File: src/dtr_defs.svh
// Timing constants for the DRAM command timing block
// Function
// - Write latency equals read latency minus one
// - Termination resyncs up to 8 clocks after exit
// - Termination update within 0 to 12 ns
// - Drive mode outputs within 0 to 12 ns
`ifndef DTR_DEFS_SVH
`define DTR_DEFS_SVH
`define DTR_CLK_PERIOD_PS        10000
`define DTR_MODE_SET_TERM_UPD_PS 12000
`define DTR_DRV_ADJ_OUT_DELAY_PS 12000
`define DTR_MODE_SET_TERM_UPD_CYC \
  ((`DTR_MODE_SET_TERM_UPD_PS / `DTR_CLK_PERIOD_PS) < 1 ? 1 : \
   (`DTR_MODE_SET_TERM_UPD_PS / `DTR_CLK_PERIOD_PS))
`define DTR_DRV_ADJ_OUT_DELAY_CYC \
  ((`DTR_DRV_ADJ_OUT_DELAY_PS / `DTR_CLK_PERIOD_PS) < 1 ? 1 : \
   (`DTR_DRV_ADJ_OUT_DELAY_PS / `DTR_CLK_PERIOD_PS))
`define DTR_TERM_PD_EXIT_LAG_CYC 8
`define DTR_WL_OFFSET            1
`endif

File: src/dtr_pkg.sv
// Types for the DRAM command timing block
package dtr_pkg;
  typedef enum logic [2:0] {
    DTR_CMD_NOP, DTR_CMD_WRITE, DTR_CMD_READ, DTR_CMD_MODE_SET,
    DTR_CMD_PD_ENTER, DTR_CMD_PD_EXIT, DTR_CMD_DRV_ADJ
  } dtr_cmd_e;
  typedef struct packed {
    dtr_cmd_e   cmd;
    logic       term_en;
  } dtr_req_s;
  typedef logic [2:0] dtr_lat_t;
endpackage

File: src/dtr_delay.sv
// Countdown timer that fires a pulse a set number of clocks after start
`timescale 1ns/1ps
module dtr_delay (
  input  wire logic       clk_i,     // Clock
  input  wire logic       reset_n_i, // Async reset, active low
  input  wire logic       start_i,   // Restart countdown
  input  wire logic [7:0] count_i,   // Clocks until done
  output logic            busy_o,    // Countdown running
  output logic            done_o     // One-cycle done pulse
);
  logic [7:0] cnt_r;
  always_ff @(posedge clk_i or negedge reset_n_i) begin
    if (!reset_n_i) begin
      cnt_r  <= 8'h00;
      done_o <= 1'b0;
    end else begin
      done_o <= (cnt_r == 8'h01) && !start_i;
      if (start_i) begin
        cnt_r <= count_i;
      end else if (cnt_r != 8'h00) begin
        cnt_r <= cnt_r - 8'h01;
      end
    end
  end
  assign busy_o = (cnt_r != 8'h00);
endmodule

File: src/dtr_core.sv
// Device-side latency, termination and drive-mode timing logic
`timescale 1ns/1ps
`include "dtr_defs.svh"
module dtr_core (
  input  wire logic           clk_i,             // Clock, 100 MHz
  input  wire logic           reset_n_i,         // Async reset, active low
  input  dtr_pkg::dtr_req_s   req_i,             // Decoded command
  input  dtr_pkg::dtr_lat_t   read_latency_i,    // Programmed read latency
  output dtr_pkg::dtr_lat_t   write_latency_o,   // Write latency clocks
  output logic                strobe_window_o,   // Write strobe edge due
  output logic                term_applied_o,    // Termination in force
  output logic                term_sync_o,       // Termination synchronous
  output logic                drv_mode_o         // Drive-mode outputs on
);
  import dtr_pkg::*;

  // ----------------------------------------------------------------
  // Write latency
  // ----------------------------------------------------------------
  dtr_lat_t wl_r;
  dtr_lat_t wl_cnt_r;
  logic     wr_pend_r;

  always_ff @(posedge clk_i or negedge reset_n_i) begin
    if (!reset_n_i) begin
      wl_r <= 3'h0;
    end else begin
      wl_r <= (read_latency_i == 3'h0) ? 3'h0 :
              read_latency_i - 3'(`DTR_WL_OFFSET);
    end
  end
  assign write_latency_o = wl_r;

  // Strobe edge marks clock WL after the write; WL of 0 marks clock 1, the same as WL of 1
  always_ff @(posedge clk_i or negedge reset_n_i) begin
    if (!reset_n_i) begin
      wl_cnt_r        <= 3'h0;
      wr_pend_r       <= 1'b0;
      strobe_window_o <= 1'b0;
    end else begin
      strobe_window_o <= 1'b0;
      if (req_i.cmd == DTR_CMD_WRITE) begin
        wr_pend_r <= (wl_r > 3'h1);
        wl_cnt_r  <= wl_r - 3'h1;
        strobe_window_o <= (wl_r <= 3'h1);
      end else if (wr_pend_r) begin
        wl_cnt_r <= wl_cnt_r - 3'h1;
        if (wl_cnt_r == 3'h1) begin
          wr_pend_r       <= 1'b0;
          strobe_window_o <= 1'b1;
        end
      end
    end
  end

  // ----------------------------------------------------------------
  // Termination update after mode set
  // ----------------------------------------------------------------
  logic term_pend_r;
  logic term_busy;
  logic term_done;

  // Hold the requested value so a later request cannot tear the update
  always_ff @(posedge clk_i or negedge reset_n_i) begin
    if (!reset_n_i) begin
      term_pend_r <= 1'b0;
    end else if (req_i.cmd == DTR_CMD_MODE_SET) begin
      term_pend_r <= req_i.term_en;
    end
  end

  dtr_delay u_term_delay (
    .clk_i     (clk_i),
    .reset_n_i (reset_n_i),
    .start_i   (req_i.cmd == DTR_CMD_MODE_SET),
    .count_i   (8'(`DTR_MODE_SET_TERM_UPD_CYC)),
    .busy_o    (term_busy),
    .done_o    (term_done)
  );

  always_ff @(posedge clk_i or negedge reset_n_i) begin
    if (!reset_n_i) begin
      term_applied_o <= 1'b0;
    end else if (term_done) begin
      term_applied_o <= term_pend_r;
    end
  end

  // ----------------------------------------------------------------
  // Termination resync after power-down exit
  // ----------------------------------------------------------------
  logic sync_busy;
  logic in_pd_r;

  always_ff @(posedge clk_i or negedge reset_n_i) begin
    if (!reset_n_i) begin
      in_pd_r <= 1'b0;
    end else if (req_i.cmd == DTR_CMD_PD_ENTER) begin
      in_pd_r <= 1'b1;
    end else if (req_i.cmd == DTR_CMD_PD_EXIT) begin
      in_pd_r <= 1'b0;
    end
  end

  dtr_delay u_sync_delay (
    .clk_i     (clk_i),
    .reset_n_i (reset_n_i),
    .start_i   (req_i.cmd == DTR_CMD_PD_EXIT),
    .count_i   (8'(`DTR_TERM_PD_EXIT_LAG_CYC)),
    .busy_o    (sync_busy),
    .done_o    ()
  );

  always_ff @(posedge clk_i or negedge reset_n_i) begin
    if (!reset_n_i) begin
      term_sync_o <= 1'b1;
    end else begin
      term_sync_o <= !in_pd_r && !sync_busy &&
                     (req_i.cmd != DTR_CMD_PD_EXIT) &&
                     (req_i.cmd != DTR_CMD_PD_ENTER);
    end
  end

  // ----------------------------------------------------------------
  // Drive-mode output
  // ----------------------------------------------------------------
  logic drv_done;
  logic drv_req_r;

  dtr_delay u_drv_delay (
    .clk_i     (clk_i),
    .reset_n_i (reset_n_i),
    .start_i   (req_i.cmd == DTR_CMD_DRV_ADJ),
    .count_i   (8'(`DTR_DRV_ADJ_OUT_DELAY_CYC)),
    .busy_o    (),
    .done_o    (drv_done)
  );

  // Any other mode set leaves drive mode, except one in the cycle drv_done fires
  always_ff @(posedge clk_i or negedge reset_n_i) begin
    if (!reset_n_i) begin
      drv_req_r  <= 1'b0;
      drv_mode_o <= 1'b0;
    end else begin
      if (req_i.cmd == DTR_CMD_DRV_ADJ) begin
        drv_req_r <= 1'b1;
      end else if (req_i.cmd == DTR_CMD_MODE_SET) begin
        drv_req_r  <= 1'b0;
        drv_mode_o <= 1'b0;
      end
      if (drv_done && drv_req_r) begin
        drv_mode_o <= 1'b1;
      end
    end
  end
endmodule

File: config.mk
export PLATFORM = sky130hd
export DESIGN_NAME = dtr_core
export DESIGN_NICKNAME = d
export VERILOG_FILES = /design/src/dtr_pkg.sv /design/src/dtr_delay.sv /design/src/dtr_core.sv
export VERILOG_INCLUDE_DIRS = /design/src
export SDC_FILE = /design/constraint.sdc
export NUM_CORES = 1
export LEC_CHECK = 0
export BUFFER_PORTS_ARGS = -buffer_cell sky130_fd_sc_hd__buf_2
export CORE_MARGIN = 2
export CORE_UTILIZATION = 61
export CTS_CLUSTER_SIZE = 20
export DETAILED_ROUTE_END_ITERATION = 8
export GPL_ROUTABILITY_DRIVEN = 0
export PLACE_DENSITY = 0.8
export SYNTH_ARGS = -nofsm -noshare
export SYNTH_HDL_FRONTEND = slang
export SYNTH_HIERARCHICAL = 1
export SYNTH_SLANG_ARGS = --single-unit
File: constraint.sdc
create_clock -name clk_i -period 1.9 [get_ports clk_i]
set_input_delay 0.57 -clock clk_i [delete_from_list [all_inputs] [get_ports clk_i]]
set_output_delay 0.57 -clock clk_i [all_outputs]
set_load 0.005 [all_outputs]
==> flow_metrics.py <==
metrics = {
    "run_status": {
        "status": "complete, no violations",
    },
    "critical_path": {
        "worst_setup_path_end_kind": "flip-flop",
        "path_delay_family": "simple AND/OR/NAND/NOR gates",
        "cp-endpoint": "u_term_delay/cnt_r[5]$_DFFE_PN0P_",
        "cpPeakStageDelay_ns": 0.54,
        "worst-r2r-setup-slack_ns": 0.22,
        "setup.worst_path.start_class": "flip-flop",
        "critPathSlowestCell": "or3b_2",
        "crit_fanout": 4,
        "rr_endpoint": "u_term_delay/cnt_r[5]$_DFFE_PN0P_",
        "critPathRequiredTime_ns": 2.07,
        "regToRegStartpoint": "u_term_delay/cnt_r[0]$_DFFE_PN0P_",
        "crit_chain": "inv_1 -> ha_1 -> or3b_2 -> nor3_4 -> a221oi_1",
        "arrival_ns": 1.85,
        "worstSetupPathDepth": 5,
        "path_buf_inv": 1,
        "crit_type": "reg -> reg",
        "rr_worst_depth": 5,
        "startpoint": "u_term_delay/cnt_r[0]$_DFFE_PN0P_",
    },
    "final_layout": {
        "layout_commonest_cell": "dfrtp_1",
        "n_antenna_cell": 0,
        "area_delta_synth_final_pct": 13.3,
        "post_route_cells_drive_above_1_share_pct": 20.3,
        "final_cell_mix": "dfrtp_1, inv_1, conb_1",
        "fin_nets": 313,
        "final_cells": 341,
        "fill_cells": 301,
    },
    "logic_synthesis": {
        "synth_area_um2": 2480,
        "syn_inst": 248,
        "synth.avg_cell_area_um2": 9.99,
        "yosysWarningCount": 6,
    },
    "clocking": {
        "clkLatencyLatePin_ns": 0.29,
        "ctsHoldBuffers": 0,
        "cts_tree": "yes",
        "postCtsSetupBuffers": 0,
        "htreeDepth": 2,
        "clockRootBuffer": "clkbuf_8",
        "cts_buffers": 5,
        "clk_pin_slew_ns": 0.08,
        "ctsResizeCount": 0,
        "cts.sinks": 40,
        "cts_buffer_depth": 2,
    },
    "global_routing": {
        "first_global_vias": 1749,
        "grt_usage_pct": 21.8,
        "grt_max_degree": 41,
        "grt-ovfl-total": 0,
        "grt_first_pass_wirelength_um": 7520,
        "antenna_found_initial": 0,
    },
    "floorplan": {
        "placementRows": 23,
        "fp.coreArea_um2": 3940,
        "start_util_pct": 62.8,
        "die_h_um": 67.7,
        "io_pins": 16,
        "die_w_um": 67.7,
        "die_area_um2": 4590,
    },
    "flow_run": {
        "drv_cap": 0,
    },
    "placed_design": {
        "dp.cells": 333,
        "io_buffers": 15,
        "dp_hpwl_um": 3200,
        "pre_cts_slack_ns": 0.117,
    },
    "routing": {
        "drt_iter0_drc": 142,
        "ant_nets": 0,
        "wl_per_cell_um": 12.8,
        "firstDrtPassIters": 4,
        "num_vias": 1807,
        "wl_um": 4370,
        "drc_errors": 0,
        "vias_per_cell": 5.30,
    },
    "timing": {
        "setup_violations": 0,
        "rsz0062_at_grt": "false",
        "finalHoldViolations": 0,
        "maxSlewViolCount": 0,
        "period_share_pct": 88.4,
        "finalCriticalPeriod_ns": 1.68,
        "setup_tns_ns": 0,
        "final.setup.worst_slack_ns": 0.220,
        "fmax_ghz": 0.595,
        "skew_ns": 0.00843,
        "hold_ws_ns": 0.317,
    },
    "power_and_ir_drop": {
        "cellLeakagePower_nw": 1.19,
        "p_per_area_nw_per_um2": 1220,
        "totalPowerFinal_mw": 3.41,
        "ir_worst_vdd_uv": 740,
    },
    "hold_path": {
        "hp-class": "in -> async",
    },
}
==> metrics by stage <==
stage	util, %	cell area [um^2]
after floorplan	-	2560
after global placement	69.0	2720
after detailed placement	69.0	2720
after CTS	71.2	2810
after global routing	71.2	2810
final	71.2	2810
==> power by group <==
group	leakage [nW]	switching, mW	internal (mW)	total (mW)
Combinational	0.664	0.609	0.669	1.28
Sequential	0.478	0.417	1.17	1.58
Clock	0.0479	0.297	0.256	0.553
Total	1.19	1.32	2.09	3.41
==> state kept, by name, indices dropped and copies added, names as in the netlist <==
| name | cells |
|---|---|
| drv_mode_o | 1 |
| drv_req_r | 1 |
| in_pd_r | 1 |
| strobe_window_o | 1 |
| term_applied_o | 1 |
| term_pend_r | 1 |
| term_sync_o | 1 |
| u_drv_delay/cnt_r | 8 |
| u_drv_delay/done_o | 1 |
| u_sync_delay/cnt_r | 8 |
| u_term_delay/cnt_r | 8 |
| u_term_delay/done_o | 1 |
| wl_cnt_r | 3 |
| wr_pend_r | 1 |
| write_latency_o | 3 |
==> worst min path at each step <==
stage	to	cells after the start	startpoint	slack, ns
after CTS	u_sync_delay/cnt_r[2]$_DFFE_PN0P_	2	reset_n_i	0.34
final	u_sync_delay/cnt_r[4]$_DFFE_PN0P_	2	reset_n_i	0.32
after floorplan	drv_mode_o$_DFFE_PN0P_	0	reset_n_i	0.27
after detailed placement	term_sync_o$_DFF_PN1_	1	in_pd_r$_DFFE_PN0P_	0.38
after global routing	strobe_window_o$_DFF_PN0_	2	reset_n_i	0.37
after global placement	term_sync_o$_DFF_PN1_	1	in_pd_r$_DFFE_PN0P_	0.39
==> area by class of cell <==
cell class | instances | area (um^2) | share of cell area, %
inverter | 24 | 90.1 | 3.21
clock inverter | 3 | 18.8 | 0.669
clock buffer | 5 | 68.8 | 2.45
sequential | 40 | 1000 | 35.7
tap | 50 | 62.6 | 2.23
timing repair buffer | 26 | 183 | 6.51
multi-input combinational | 193 | 1380 | 49.2
==> routing by layer <==
layer	GRT usage [%]	wire length, um
met5	0	0
met4	8.16	47
met3	5.83	128
met2	35.9	2110
met1	27.5	2080
Note: power is estimated with default switching activity, not from simulation.
